[src/sjp_pkg.sv]
// Package of constants, table image and types for the parameter table store.
`default_nettype none

package sjp_pkg;

  ////////////////////////////////////////////////////////////////////////////////////////////////
  localparam logic [7:0] SJP_READ_OPCODE = 8'h5a;
  localparam int SJP_PADDR_W = 24;
  localparam logic [23:0] SJP_TABLE_BASE = 24'h000030;
  localparam int SJP_TABLE_DWORDS = 9;
  localparam int SJP_TABLE_BYTES = SJP_TABLE_DWORDS * 4;
  localparam int SJP_IDX_W = 6;
  localparam logic [7:0] SJP_UNUSED_BYTE = 8'hff;

  ////////////////////////////////////////////////////////////////////////////////////////////////
  localparam logic [7:0] SJP_OFS_CMD = 8'h00;
  localparam logic [7:0] SJP_OFS_ADDR = 8'h04;
  localparam logic [7:0] SJP_OFS_DATA = 8'h08;
  localparam logic [7:0] SJP_OFS_STATUS = 8'h0c;
  localparam int SJP_ST_CMD_OK = 0;
  localparam int SJP_ST_WR_REJ = 1;
  localparam int SJP_ST_BAD_CMD = 2;
  localparam logic [7:0] SJP_CMD_RST = 8'h00;
  localparam logic [23:0] SJP_ADDR_RST = 24'h000000;
  localparam logic [1:0] SJP_STICKY_RST = 2'h0;
  localparam logic [1:0] SJP_RESP_OKAY = 2'h0;
  localparam logic [1:0] SJP_RESP_SLVERR = 2'h2;

  ////////////////////////////////////////////////////////////////////////////////////////////////
  // Table image, parameter address 30H upward, one byte per entry.
  localparam logic [7:0] SJP_TABLE [0:SJP_TABLE_BYTES-1] = '{
    {3'h7, 1'b0, 1'b0, 1'b1, 2'h1},
    8'h20,
    {1'b1, 1'b1, 1'b1, 1'b1, 1'b0, 2'h0, 1'b1},
    8'hff,
    8'hff, 8'hff, 8'hff, 8'h07,
    {3'h2, 5'h04}, 8'heb,
    {3'h0, 5'h08}, 8'h6b,
    {3'h0, 5'h08}, 8'h3b,
    {3'h2, 5'h02}, 8'hbb,
    {3'h7, 1'b1, 3'h7, 1'b0},
    8'hff, 8'hff, 8'hff, 8'hff, 8'hff,
    {3'h0, 5'h00}, 8'hff,
    8'hff, 8'hff,
    {3'h2, 5'h04}, 8'heb,
    8'h0c, 8'h20,
    8'h0f, 8'h52, 8'h10, 8'hd8,
    8'h00, 8'hff
  };

  ////////////////////////////////////////////////////////////////////////////////////////////////
  typedef enum logic [1:0] {
    SJP_RD_IDLE = 2'b00,
    SJP_RD_FETCH = 2'b01,
    SJP_RD_LOAD = 2'b10,
    SJP_RD_RESP = 2'b11
  } sjp_rd_state_t;

  typedef enum logic [2:0] {
    SJP_SEL_CMD = 3'b000,
    SJP_SEL_ADDR = 3'b001,
    SJP_SEL_DATA = 3'b010,
    SJP_SEL_STATUS = 3'b011,
    SJP_SEL_NONE = 3'b100
  } sjp_sel_t;

  // Maps a bus byte address to a register; misaligned addresses map to nothing.
  function automatic sjp_sel_t sjp_decode(input logic [7:0] ofs);
    sjp_sel_t sel;
    case (ofs)
      SJP_OFS_CMD: sel = SJP_SEL_CMD;
      SJP_OFS_ADDR: sel = SJP_SEL_ADDR;
      SJP_OFS_DATA: sel = SJP_SEL_DATA;
      SJP_OFS_STATUS: sel = SJP_SEL_STATUS;
      default: sel = SJP_SEL_NONE;
    endcase
    return sel;
  endfunction : sjp_decode

endpackage : sjp_pkg

`default_nettype wire

[src/sjp_rom_if.sv]
// Interface between the register front end and the table memory.
`default_nettype none

interface sjp_rom_if;
  import sjp_pkg::*;
  logic [SJP_IDX_W-1:0] idx;
  logic [7:0] data;
  modport requester (output idx, input data);
  modport store (input idx, output data);
endinterface : sjp_rom_if

`default_nettype wire

[src/sjp_rom.sv]
// Fixed table memory with registered read data.
`default_nettype none

module sjp_rom
  import sjp_pkg::*;
#(
  parameter int DEPTH = SJP_TABLE_BYTES
)
(
  input wire logic ref_clk,
  input wire logic rst_b,
  sjp_rom_if.store port
);

  generate
    if (DEPTH != SJP_TABLE_BYTES)
    begin : g_bad_depth
      $error("sjp_rom depth must match the table image");
    end
  endgenerate

  logic [7:0] dataReg;
  logic [7:0] dataNext;

  // Contents are constants; there is no write path at all.
  always_comb
  begin
    if (32'(port.idx) < DEPTH)
      dataNext = SJP_TABLE[port.idx];
    else
      dataNext = SJP_UNUSED_BYTE;
  end

  always_ff @(posedge ref_clk)
  begin
    if (!rst_b)
      dataReg <= SJP_UNUSED_BYTE;
    else
      dataReg <= dataNext;
  end

  assign port.data = dataReg;

endmodule : sjp_rom

`default_nettype wire

[src/sjp_param_table.sv]
// AXI4-Lite front end of the discoverable-parameter table store.
//
// The implementer's own choices: the AXI4-Lite register port and the placing of the registers.
`default_nettype none

// Overview of operation
// - Table readable only under opcode 5AH
// - Table starts 30H, nine 32-bit words
// - Byte 30H E5H, 31H 20H
// - Volatile status bits 3,4 read zero
// - Byte 32H F1H lane support
// - Bytes 38H/39H 44H, EBH
// - Bytes 3AH/3BH 08H, 6BH
// - Bytes 3CH/3DH 08H, 3BH
// - Bytes 3EH/3FH 42H, BBH
// - Byte 40H FEH quad yes dual no
// - Bytes 4AH/4BH 44H, EBH
// - Bytes 46H/47H 00H, FFH
// - Unused fields read all ones
// - Sector size byte is 2^N, 0 absent
// - Sector 1: 0CH, 20H
// - Sectors 2,3: 0FH/52H, 10H/D8H
// - Sector 4 absent: 00H, FFH
module sjp_param_table
  import sjp_pkg::*;
#(
  parameter int AXI_ADDR_W = 8
)
(
  input wire logic ref_clk,
  input wire logic rst_b,
  input wire logic [AXI_ADDR_W-1:0] s_axi_awaddr,
  input wire logic s_axi_awvalid,
  output logic s_axi_awready,
  input wire logic [31:0] s_axi_wdata,
  input wire logic [3:0] s_axi_wstrb,
  input wire logic s_axi_wvalid,
  output logic s_axi_wready,
  output logic [1:0] s_axi_bresp,
  output logic s_axi_bvalid,
  input wire logic s_axi_bready,
  input wire logic [AXI_ADDR_W-1:0] s_axi_araddr,
  input wire logic s_axi_arvalid,
  output logic s_axi_arready,
  output logic [31:0] s_axi_rdata,
  output logic [1:0] s_axi_rresp,
  output logic s_axi_rvalid,
  input wire logic s_axi_rready
);

  if (AXI_ADDR_W < 8)
  begin : g_bad_addr_w
    $error("sjp_param_table needs at least 8 address bits");
  end

  ////////////////////////////////////////////////////////////////////////////////////////////////
  // Write channel state.
  logic awGotReg, awGotNext, wGotReg, wGotNext;
  logic [7:0] awOfsReg, awOfsNext, cmdReg, cmdNext;
  logic [31:0] wDataReg, wDataNext;
  logic [3:0] wStrbReg, wStrbNext;
  logic awreadyReg, awreadyNext, wreadyReg, wreadyNext, bvalidReg, bvalidNext;
  logic [1:0] brespReg, brespNext, stickyReg, stickyNext;
  logic [23:0] addrReg, addrNext;
  logic doWrite;
  sjp_sel_t wrSel;

  // Read channel state.
  sjp_rd_state_t rdStateReg, rdStateNext;
  logic arreadyReg, arreadyNext, rvalidReg, rvalidNext, rdCmdOkReg, rdCmdOkNext;
  logic [31:0] rdataReg, rdataNext;
  logic [1:0] rrespReg, rrespNext, stickySet, stickyClr;
  sjp_sel_t rdSelReg, rdSelNext;
  logic [23:0] rdAddrReg, rdAddrNext, rdRel;
  logic inTable, dataReadDone;
  logic [7:0] tableByte;

  sjp_rom_if romPort ();

  sjp_rom #(
    .DEPTH(SJP_TABLE_BYTES)
  ) u_rom (
    .ref_clk(ref_clk),
    .rst_b(rst_b),
    .port(romPort)
  );

  ////////////////////////////////////////////////////////////////////////////////////////////////
  // Table addressing: only 30H..53H is held here; anything else reads all ones.
  assign rdRel = rdAddrReg - SJP_TABLE_BASE;
  assign inTable = (rdAddrReg >= SJP_TABLE_BASE) &&
                   (rdAddrReg < SJP_TABLE_BASE + 24'(SJP_TABLE_BYTES));
  assign romPort.idx = inTable ? rdRel[SJP_IDX_W-1:0] : '0;
  assign tableByte = (rdCmdOkReg && inTable) ? romPort.data : SJP_UNUSED_BYTE;

  assign doWrite = awGotReg && wGotReg && !bvalidReg;
  assign wrSel = sjp_decode(awOfsReg);
  assign dataReadDone = rvalidReg && s_axi_rready && (rdSelReg == SJP_SEL_DATA);

  ////////////////////////////////////////////////////////////////////////////////////////////////
  // Write path: address and data are taken in either order, then the response.
  always_comb
  begin
    awGotNext = awGotReg;
    wGotNext = wGotReg;
    awOfsNext = awOfsReg;
    wDataNext = wDataReg;
    wStrbNext = wStrbReg;
    bvalidNext = bvalidReg;
    brespNext = brespReg;
    cmdNext = cmdReg;
    addrNext = addrReg;
    stickySet = 2'h0;
    stickyClr = 2'h0;
    if (s_axi_awvalid && awreadyReg)
    begin
      awGotNext = 1'b1;
      awOfsNext = s_axi_awaddr[7:0];
    end
    if (s_axi_wvalid && wreadyReg)
    begin
      wGotNext = 1'b1;
      wDataNext = s_axi_wdata;
      wStrbNext = s_axi_wstrb;
    end
    if (bvalidReg && s_axi_bready)
      bvalidNext = 1'b0;
    if (dataReadDone)
      addrNext = addrReg + 24'h000001;
    if (doWrite)
    begin
      awGotNext = 1'b0;
      wGotNext = 1'b0;
      bvalidNext = 1'b1;
      brespNext = SJP_RESP_OKAY;
      case (wrSel)
        SJP_SEL_CMD:
          if (wStrbReg[0])
            cmdNext = wDataReg[7:0];
        SJP_SEL_ADDR:
          for (int i = 0; i < 3; i++)
          begin
            if (wStrbReg[i])
              addrNext[8*i +: 8] = wDataReg[8*i +: 8];
          end
        SJP_SEL_DATA: stickySet[SJP_ST_WR_REJ-1] = 1'b1;
        SJP_SEL_STATUS:
          if (wStrbReg[0])
            stickyClr = wDataReg[SJP_ST_BAD_CMD:SJP_ST_WR_REJ];
        default: brespNext = SJP_RESP_SLVERR;
      endcase
    end
    if (rdStateReg == SJP_RD_LOAD && rdSelReg == SJP_SEL_DATA && !rdCmdOkReg)
      stickySet[SJP_ST_BAD_CMD-1] = 1'b1;
    // A new event in the same cycle as its clear is kept.
    stickyNext = (stickyReg & ~stickyClr) | stickySet;
    awreadyNext = !awGotNext && !bvalidNext;
    wreadyNext = !wGotNext && !bvalidNext;
  end

  always_ff @(posedge ref_clk)
  begin
    if (!rst_b)
    begin
      awGotReg <= 1'b0;
      wGotReg <= 1'b0;
      awOfsReg <= 8'h00;
      wDataReg <= 32'h00000000;
      wStrbReg <= 4'h0;
      awreadyReg <= 1'b1;
      wreadyReg <= 1'b1;
      bvalidReg <= 1'b0;
      brespReg <= SJP_RESP_OKAY;
      cmdReg <= SJP_CMD_RST;
      addrReg <= SJP_ADDR_RST;
      stickyReg <= SJP_STICKY_RST;
    end
    else
    begin
      awGotReg <= awGotNext;
      wGotReg <= wGotNext;
      awOfsReg <= awOfsNext;
      wDataReg <= wDataNext;
      wStrbReg <= wStrbNext;
      awreadyReg <= awreadyNext;
      wreadyReg <= wreadyNext;
      bvalidReg <= bvalidNext;
      brespReg <= brespNext;
      cmdReg <= cmdNext;
      addrReg <= addrNext;
      stickyReg <= stickyNext;
    end
  end

  ////////////////////////////////////////////////////////////////////////////////////////////////
  // Read path: capture, fetch from the table memory, load, answer.
  always_comb
  begin
    rdStateNext = rdStateReg;
    rdSelNext = rdSelReg;
    rdAddrNext = rdAddrReg;
    rdCmdOkNext = rdCmdOkReg;
    rvalidNext = rvalidReg;
    rdataNext = rdataReg;
    rrespNext = rrespReg;
    case (rdStateReg)
      SJP_RD_IDLE:
      begin
        if (s_axi_arvalid && arreadyReg)
        begin
          rdSelNext = sjp_decode(s_axi_araddr[7:0]);
          rdAddrNext = addrReg;
          rdCmdOkNext = (cmdReg == SJP_READ_OPCODE);
          rdStateNext = SJP_RD_FETCH;
        end
      end
      SJP_RD_FETCH: rdStateNext = SJP_RD_LOAD;
      SJP_RD_LOAD:
      begin
        rrespNext = SJP_RESP_OKAY;
        case (rdSelReg)
          SJP_SEL_CMD: rdataNext = {24'h000000, cmdReg};
          SJP_SEL_ADDR: rdataNext = {8'h00, addrReg};
          SJP_SEL_DATA: rdataNext = {24'h000000, tableByte};
          SJP_SEL_STATUS: rdataNext = {29'h00000000, stickyReg, cmdReg == SJP_READ_OPCODE};
          default:
          begin
            rdataNext = 32'h00000000;
            rrespNext = SJP_RESP_SLVERR;
          end
        endcase
        rvalidNext = 1'b1;
        rdStateNext = SJP_RD_RESP;
      end
      SJP_RD_RESP:
      begin
        if (s_axi_rready)
        begin
          rvalidNext = 1'b0;
          rdStateNext = SJP_RD_IDLE;
        end
      end
      default: rdStateNext = SJP_RD_IDLE;
    endcase
    arreadyNext = (rdStateNext == SJP_RD_IDLE);
  end

  always_ff @(posedge ref_clk)
  begin
    if (!rst_b)
    begin
      rdStateReg <= SJP_RD_IDLE;
      rdSelReg <= SJP_SEL_NONE;
      rdAddrReg <= SJP_ADDR_RST;
      rdCmdOkReg <= 1'b0;
      arreadyReg <= 1'b1;
      rvalidReg <= 1'b0;
      rdataReg <= 32'h00000000;
      rrespReg <= SJP_RESP_OKAY;
    end
    else
    begin
      rdStateReg <= rdStateNext;
      rdSelReg <= rdSelNext;
      rdAddrReg <= rdAddrNext;
      rdCmdOkReg <= rdCmdOkNext;
      arreadyReg <= arreadyNext;
      rvalidReg <= rvalidNext;
      rdataReg <= rdataNext;
      rrespReg <= rrespNext;
    end
  end

  assign s_axi_awready = awreadyReg;
  assign s_axi_wready = wreadyReg;
  assign s_axi_bvalid = bvalidReg;
  assign s_axi_bresp = brespReg;
  assign s_axi_arready = arreadyReg;
  assign s_axi_rvalid = rvalidReg;
  assign s_axi_rdata = rdataReg;
  assign s_axi_rresp = rrespReg;

  ////////////////////////////////////////////////////////////////////////////////////////////////
  // Checks on table contents and read sequencing.
  logic arData;
  assign arData = s_axi_arvalid && s_axi_arready &&
                  (sjp_decode(s_axi_araddr[7:0]) == SJP_SEL_DATA) &&
                  (cmdReg == SJP_READ_OPCODE);
endmodule : sjp_param_table

`default_nettype wire

[config.mk]
export PLATFORM = sky130hd
export DESIGN_NAME = sjp_param_table
export DESIGN_NICKNAME = d
export VERILOG_FILES = /design/src/sjp_pkg.sv /design/src/sjp_rom_if.sv /design/src/sjp_rom.sv /design/src/sjp_param_table.sv
export SDC_FILE = /design/constraint.sdc
export NUM_CORES = 1
export LEC_CHECK = 0
export ABC_AREA = 0
export BUFFER_PORTS_ARGS = -buffer_cell sky130_fd_sc_hd__buf_4
export CORE_ASPECT_RATIO = 1.1
export CORE_MARGIN = 10
export CORE_UTILIZATION = 35
export DETAILED_ROUTE_END_ITERATION = 7
export SLEW_MARGIN = 20
export SYNTH_ARGS = -nofsm -noshare
export SYNTH_HDL_FRONTEND = slang
export SYNTH_HIERARCHICAL = 1
export SYNTH_SLANG_ARGS = --single-unit
[constraint.sdc]
create_clock -name ref_clk -period 8.11 [get_ports ref_clk]
set_input_delay 0.4055 -clock ref_clk [delete_from_list [all_inputs] [get_ports ref_clk]]
set_output_delay 0.4055 -clock ref_clk [all_outputs]
set_load 0.005 [all_outputs]
==> impl_metrics.json, run 1 <==
{
  "ys_seq_elements": 140,
  "period_share_pct": 40.6,
  "area_delta_synth_final_pct": 19.2,
  "start_kind": "register",
  "fin_tns_setup_ns": 0,
  "gp_congestion": 0.826,
  "async_flop_share_pct": 0,
  "ys_warn_count": 6,
  "worstSkewPairLatency_ns": 0.42,
  "antenna_cells": 0,
  "worst-r2r-cell-count": 11,
  "cts_root_buf": "clkbuf_16",
  "avgSynthCellArea_um2": 8.14,
  "fin_hold_ws_ns": 0.228,
  "hp-class": "primary input to register",
  "crit_required_ns": 8.38,
  "synth_common_cells": "nand2_1 (153), dfxtp_1 (140), a21oi_1 (90)",
  "gr-usage-met2_pct": 23.3,
  "critPathBufInv": 1,
  "drive_gt1_share_pct": 15.9,
  "clockBufferDepth": 2,
  "antenna_found_initial": 0,
  "maxSlewViolCount": 0,
  "dieWidth_um": 151,
  "totalWireLength_mm": 18.1,
  "fmax_mhz": 303,
  "p_per_area_mw_per_mm2": 206,
  "clk_pin_slew_ns": 0.06,
  "worstPathArrival_ns": 3.57,
  "fin_cells": 1113,
  "cts_tree": "yes",
  "relSlewSlack_pct": 29.7,
  "synth-seq-area-share_pct": 42.7,
  "cts.sinks": 140,
  "grt-ovfl-total": 0,
  "drt_iter0_markers": 414,
  "tightestPinTransition_ns": 1.05,
  "synth_edf_count": 0,
  "cpPeakStageDelay_ns": 0.80,
  "critPathCaptureType": "register",
  "cp_slowest_cell": "nor3_1",
  "layout_min_cycle_time_ns": 3.30,
  "hold_viol": 0,
  "crit_cells": 11,
  "hpwlAfterDp_mm": 12.6,
  "critPathTopFamily": "simple AND/OR/NAND/NOR gates",
  "min_path_cells": 3,
  "setup-violations-final": 0,
  "grt_pass1_wl_mm": 29.1,
  "maxCapViolCount": 0,
  "synth_top_cell_area_share_pct": 42.7,
  "grt.total_usage_pct": 14.5,
  "clock_skew_ns": 0.00950,
  "synth_top_cell_by_area": "dfxtp_1",
  "yosysMostFrequentCell": "nand2_1",
  "met1_usage_pct": 18.9,
  "post_drt_wl_per_cell_um": 16.3,
  "cts_resized": 0,
  "top_usage_layer": "met2",
  "dpl_worst_slack_ns": 4.81,
  "dp.cells": 1081,
  "dr_total_vias": 5875,
  "ios": 100,
  "rows": 52,
  "cts_setup_buffers": 0,
  "synth_cell_types": 64,
  "grt_max_degree": 63,
  "initial_core_util_pct": 35.7,
  "dieArea_mm2": 0.0247,
  "synth_ff_type": "dfxtp_1",
  "grt_pass1_vias": 5581,
  "use_met3_pct": 3.17,
  "status": "finished, final reports clean",
  "ir_drop_mv": 0.131,
  "die_h_um": 164,
  "layout.nets": 929,
  "drt-pass1-iter-count": 5,
  "cts_made_buffers": 17,
  "cp_max_fo": 10,
  "netlist_top_cells_area": "dfxtp_1 (43%), nand2_1 (8.7%), a21oi_1 (6.9%)",
  "setup_ws_ns": 4.81,
  "p_leak_nw": 2.88,
  "syn_inst": 807,
  "port_buffers": 80,
  "via_per_inst": 5.28,
  "drc": 0,
  "holdBufCountCts": 0,
  "critPathKind": "register to register",
  "drtAntennaViolNets": 0,
  "core_area_mm2": 0.0184,
  "htreeDepth": 4,
  "syn-cell-area_mm2": 0.00657,
  "rsz0062_at_grt": "no",
  "cp_cell_sequence": "ha_1 -> nand2_1 -> nor3_1 -> nor3_1 -> and2_1 -> inv_1 -> ha_1 -> nor2_2 -> o21ai_0 -> a221o_1 -> nand3_1"
}
through the flow:
| stage | instance area (um2) | util [%] | power (mW) |
|---|---|---|---|
| floorplan | 6600 | - | 0.815 |
| global placement | 7240 | 39.3 | 0.860 |
| detailed placement | 7240 | 39.3 | 0.860 |
| CTS | 7830 | 42.5 | 1.62 |
| global route | 7830 | 42.5 | 1.67 |
| finish | 7830 | 42.5 | 1.61 |
cell usage in the layout, fill, tap and decap left out, drive strengths merged, types with 4 or more instances in the layout:
master	Yosys	routed
a21oi	90	90
a22oi	18	18
a311oi	4	4
a31oi	7	7
and2	8	8
and3	10	10
and3b	5	5
buf	26	84
clkbuf	36	20
clkinv	0	6
conb	1	10
dfxtp	140	140
ha	13	13
inv	11	12
mux2	8	8
mux2i	17	17
nand2	153	153
nand2b	8	8
nand3	27	27
nand4	18	18
nor2	57	57
nor3	12	12
nor3b	4	4
nor4	19	19
o2111ai	4	4
o211ai	5	5
o21ai	29	29
o22ai	9	9
o31ai	7	7
or3	6	6
or4	9	9
xnor2	6	6
xor2	4	4
layout make-up:
class / instances / area [um2]
fillers: 1890 / 10600
multi-input cells: 603 / 3460
flip-flops and latches: 140 / 2800
repair buffers: 84 / 631
clock buffers: 20 / 447
well taps: 243 / 304
clock inverters: 12 / 140
inverters: 11 / 42.5
state kept, by name (all words and copies together), names as in the netlist, 2 cells and up:
register and count:
rdAddrReg 24, cmdReg 8, wStrbReg 3, s_axi_rdata 24, wDataReg 24, stickyReg 2, addrReg 24, awOfsReg 8
rdSelReg 3, u_rom/port.data 8, rdStateReg 2
routing by layer:
metal  up-vias  routed length, um  part of all wire [%]
li1       2976                  -                     -
met1      2759               8470                    47
met2       122               8700                    48
met3        18                681                   3.8
met4         0                246                   1.4
met5         -                  0                     0
worst register-to-register path, cell delays in order, from the launching register on:
cell and delay [ns]:
dfxtp_1 0.40, ha_1 0.18, nand2_1 0.05, nor3_1 0.80, nor3_1 0.24, and2_1 0.38
inv_1 0.18, ha_1 0.33, nor2_2 0.10, o21ai_0 0.25, a221o_1 0.19, nand3_1 0.08
path summary, 6_finish.rpt:
check / from / end / slack [ns]
min: s_axi_awaddr[4] / awOfsReg[4] / 0.23
min reg2reg: rdAddrReg[22] / rdAddrReg[22] / 0.45
max reg2reg: rdAddrReg[4] / u_rom/port.data[7] / 4.81
max: rdAddrReg[4] / u_rom/port.data[7] / 4.81
where the power goes:
part | switching, mW | total, mW | internal (mW) | leakage, nW
clock | 0.303 | 0.767 | 0.464 | 0.277
combinational | 0.0744 | 0.116 | 0.0420 | 1.47
sequential | 0.0181 | 0.728 | 0.709 | 1.14
total | 0.395 | 1.61 | 1.22 | 2.88
cell families (layout without fill, tap and decap cells):
kind of cell	count (synthesis)	in the layout	synth area share (%)
buffers and inverters	73	127	5.28
AO/OA/AOI/OAI	190	190	17.7
flip-flops	140	140	42.7
other	1	10	0.0571
XOR/XNOR	10	10	1.33
multiplexers	25	25	3.96
adder cells (fa/ha/maj)	13	13	2.48
AND/OR/NAND/NOR	355	355	26.5
(Power assumes the default switching activity.)
==> inputs of run 2 (changes only) <==
--- a/config.mk
+++ b/config.mk
@@ -5,7 +5,7 @@
 export SDC_FILE = /design/constraint.sdc
 export NUM_CORES = 1
 export LEC_CHECK = 0
-export ABC_AREA = 0
+export ABC_AREA = 1
 export BUFFER_PORTS_ARGS = -buffer_cell sky130_fd_sc_hd__buf_4
 export CORE_ASPECT_RATIO = 1.1
 export CORE_MARGIN = 10
==> constraint.sdc (replaced) <==
create_clock -name ref_clk -period 2.7 [get_ports ref_clk]
set_input_delay 0.135 -clock ref_clk [delete_from_list [all_inputs] [get_ports ref_clk]]
set_output_delay 0.135 -clock ref_clk [all_outputs]
set_load 0.005 [all_outputs]
==> run 2 against run 1 <==
Against the previous run:
- non-clock buffer count is 47 higher
- area after synthesis is 0.99% higher
- die area is 0.86% higher
- utilization is 3.0 points higher
- synthesized cell count is 16% higher
==> impl_metrics.json, run 2 <==
{
  "status": "finished, final reports clean",
  "cts_made_buffers": 17,
  "dp.cells": 1236,
  "cp_cell_sequence": "ha_1 -> nor2_1 -> nor2_1 -> nand2_1 -> nor2_1 -> nand2_1 -> nor2_1 -> buf_4 -> ha_1 -> nand2_1 -> nand2_2 -> nand2_2 -> clkinv_2 -> o21ai_0 -> nand3_1 -> nand2_1",
  "antenna_found_initial": 0,
  "cts_setup_buffers": 0,
  "core_area_mm2": 0.0185,
  "internal-power_mw": 4.23,
  "hp-class": "primary input to register",
  "drtAntennaViolNets": 0,
  "antenna_cells": 0,
  "dr_total_vias": 6124,
  "synth_cell_types": 43,
  "drt_iter0_markers": 380,
  "synth_top_cell_area_share_pct": 42.2,
  "worstPathArrival_ns": 2.65,
  "maxCapViolCount": 0,
  "fin_hold_ws_ns": 0.0124,
  "async_flop_share_pct": 0,
  "ir_drop_mv": 0.565,
  "cpPeakStageDelay_ns": 0.38,
  "clk_pin_slew_ns": 0.06,
  "dieArea_mm2": 0.0249,
  "synth-seq-area-share_pct": 42.2,
  "stdcell_area_mm2": 0.00844,
  "p_total_mw": 5.96,
  "p_per_area_mw_per_mm2": 706,
  "grt-ovfl-total": 0,
  "drc": 0,
  "crit_required_ns": 3.01,
  "setup-violations-final": 0,
  "yosysMostFrequentCell": "nand2_1",
  "dpl_cell_area_mm2": 0.00745,
  "netlist_top_cells_area": "dfxtp_1 (42%), nand2_1 (9.3%), o21ai_0 (8.4%)",
  "drt-pass1-iter-count": 5,
  "dieWidth_um": 151,
  "power.switching_mw": 1.72,
  "final_common_cell": "nand2_1",
  "seq_power_share_pct": 41.7,
  "cts.sinks": 140,
  "ios": 100,
  "tightestPinTransition_ns": 0.637,
  "start_kind": "register",
  "gp_congestion": 0.866,
  "p_leak_nw": 3.77,
  "initial_core_util_pct": 35.8,
  "htreeDepth": 4,
  "fill_cells": 1977,
  "grt.total_usage_pct": 14.1,
  "ys_seq_elements": 140,
  "layout_min_cycle_time_ns": 2.34,
  "cp_max_fo": 7,
  "worstSkewPairLatency_ns": 0.43,
  "period_share_pct": 86.5,
  "finish.utilization_pct": 45.5,
  "hold_viol": 0,
  "cts_tree": "yes",
  "syn-cell-area_mm2": 0.00664,
  "critPathCaptureType": "register",
  "critPathKind": "register to register",
  "via_per_inst": 4.69,
  "rows": 52,
  "rsz0062_at_grt": "no",
  "dpl_worst_slack_ns": 0.264,
  "layout_common_cells": "nand2_1 (165), dfxtp_1 (140), nor2_1 (114), inv_1 (112), o21ai_0 (111)",
  "syn_inst": 935,
  "hpwlAfterDp_mm": 12.4,
  "maxSlewViolCount": 0,
  "cts_root_buf": "clkbuf_16",
  "layout.nets": 1121,
  "fin_tns_setup_ns": 0,
  "avgSynthCellArea_um2": 7.10,
  "port_buffers": 80,
  "pwr-share-clk_pct": 40.7,
  "synth_ff_type": "dfxtp_1",
  "post_drt_wl_per_cell_um": 13.2,
  "relSlewSlack_pct": 57.4,
  "totalWireLength_mm": 17.3,
  "grt_pass1_vias": 6004,
  "setup_ws_ns": 0.364,
  "fmax_mhz": 428,
  "critPathBufInv": 2,
  "cp_slowest_cell": "dfxtp_1",
  "switching_share_pct": 28.9,
  "critPathTopFamily": "simple AND/OR/NAND/NOR gates",
  "synth_common_cells": "nand2_1 (165), dfxtp_1 (140), nor2_1 (116)",
  "clock_skew_ns": 0.00782,
  "die_h_um": 164,
  "synth_top_cell_by_area": "dfxtp_1",
  "drive_gt1_share_pct": 15.3,
  "area_delta_synth_final_pct": 27.2,
  "grt_max_degree": 52,
  "grt_pass1_wl_mm": 28.8,
  "ys_warn_count": 6,
  "fin_cells": 1305,
  "synth_edf_count": 0,
  "clockBufferDepth": 2,
  "power_frac_comb_pct": 17.5
}
-- run 2: cell count changes in the layout (fill, tap and decap cells not counted), moves of 10 or more --
cell	change
a22oi_1	-18
and3_1	-10
buf_4	+10
dlygate4sd3_1	+37
inv_1	+103
mux2i_1	-17
nand2_1	+12
nand3_1	+18
nor2_1	+58
nor4_1	-16
o21ai_0	+87
-- run 2: kinds of logic (layout without fill, tap and decap cells) --
| logic type | after synthesis | in the layout | share of synthesized area (%) |
|---|---|---|---|
| AOI/OAI and AO/OA | 222 | 222 | 17.5 |
| buffers and inverters | 163 | 281 | 10.2 |
| DFF | 140 | 140 | 42.2 |
| and+or+nand+nor | 385 | 385 | 26.1 |
| xor gates and xnor gates | 11 | 11 | 1.45 |
| other | 1 | 10 | 0.0565 |
| adders and majority gates | 13 | 13 | 2.45 |
-- run 2: timing repair --
| action | 4_1_cts | 5_1_grt |
|---|---|---|
| endpoints found under the setup margin | 0 | 1 |
| hold buffers | 37 | 0 |
| gates resized for setup | 0 | 2 |
| hold endpoints to repair | 37 | 0 |
-- run 2: routing by layer --
metal  wire length [um]  track usage (%)  up-vias
met4                206             3.98        0
met5                  0                0        -
met1               8240             18.7     2724
met2               7840             22.2      144
li1                   -                -     3238
met3               1000             3.50       18
-- run 2: worst register-to-register path: cells and delay by family, from the launching register on --
| kind | cells | cell delay (ns) |
|---|---|---|
| AOI/OAI and AO/OA | 1 | 0.09 |
| adders and majority gates | 2 | 0.40 |
| buffers and inverters | 2 | 0.27 |
| DFF | 1 | 0.38 |
| and+or+nand+nor | 11 | 1.09 |
-- run 2: cell type report --
| class | instances | area (um2) | share of cell area [%] |
|---|---|---|---|
| multi-input combinational | 641 | 3200 | 37.9 |
| timing repair buffer | 131 | 1080 | 12.8 |
| clock inverter | 15 | 188 | 2.22 |
| sequential | 140 | 2800 | 33.2 |
| inverter | 118 | 444 | 5.26 |
| clock buffer | 17 | 425 | 5.04 |
| tap | 243 | 304 | 3.60 |
-- run 2: power by group through the flow --
stage,logic [mW],registers [mW],clock network (mW)
final,1.04,2.49,2.43
after global placement,1.00,2.52,0
after CTS,1.06,2.48,2.47
after floorplan,0.647,2.50,0
after global routing,1.20,2.52,2.55
after detailed placement,1.01,2.53,0
-- run 2: worst paths after layout --
path | start | endpoint | slack [ns] | cells past startpoint
worst max-delay path | rdAddrReg[4] | u_rom/port.data[6] | 0.36 | 16
worst min register to register | rdAddrReg[17] | rdAddrReg[17] | 0.45 | 2
worst max register to register | rdAddrReg[4] | u_rom/port.data[6] | 0.36 | 16
worst min-delay path | s_axi_bready | s_axi_bvalid | 0.01 | 3
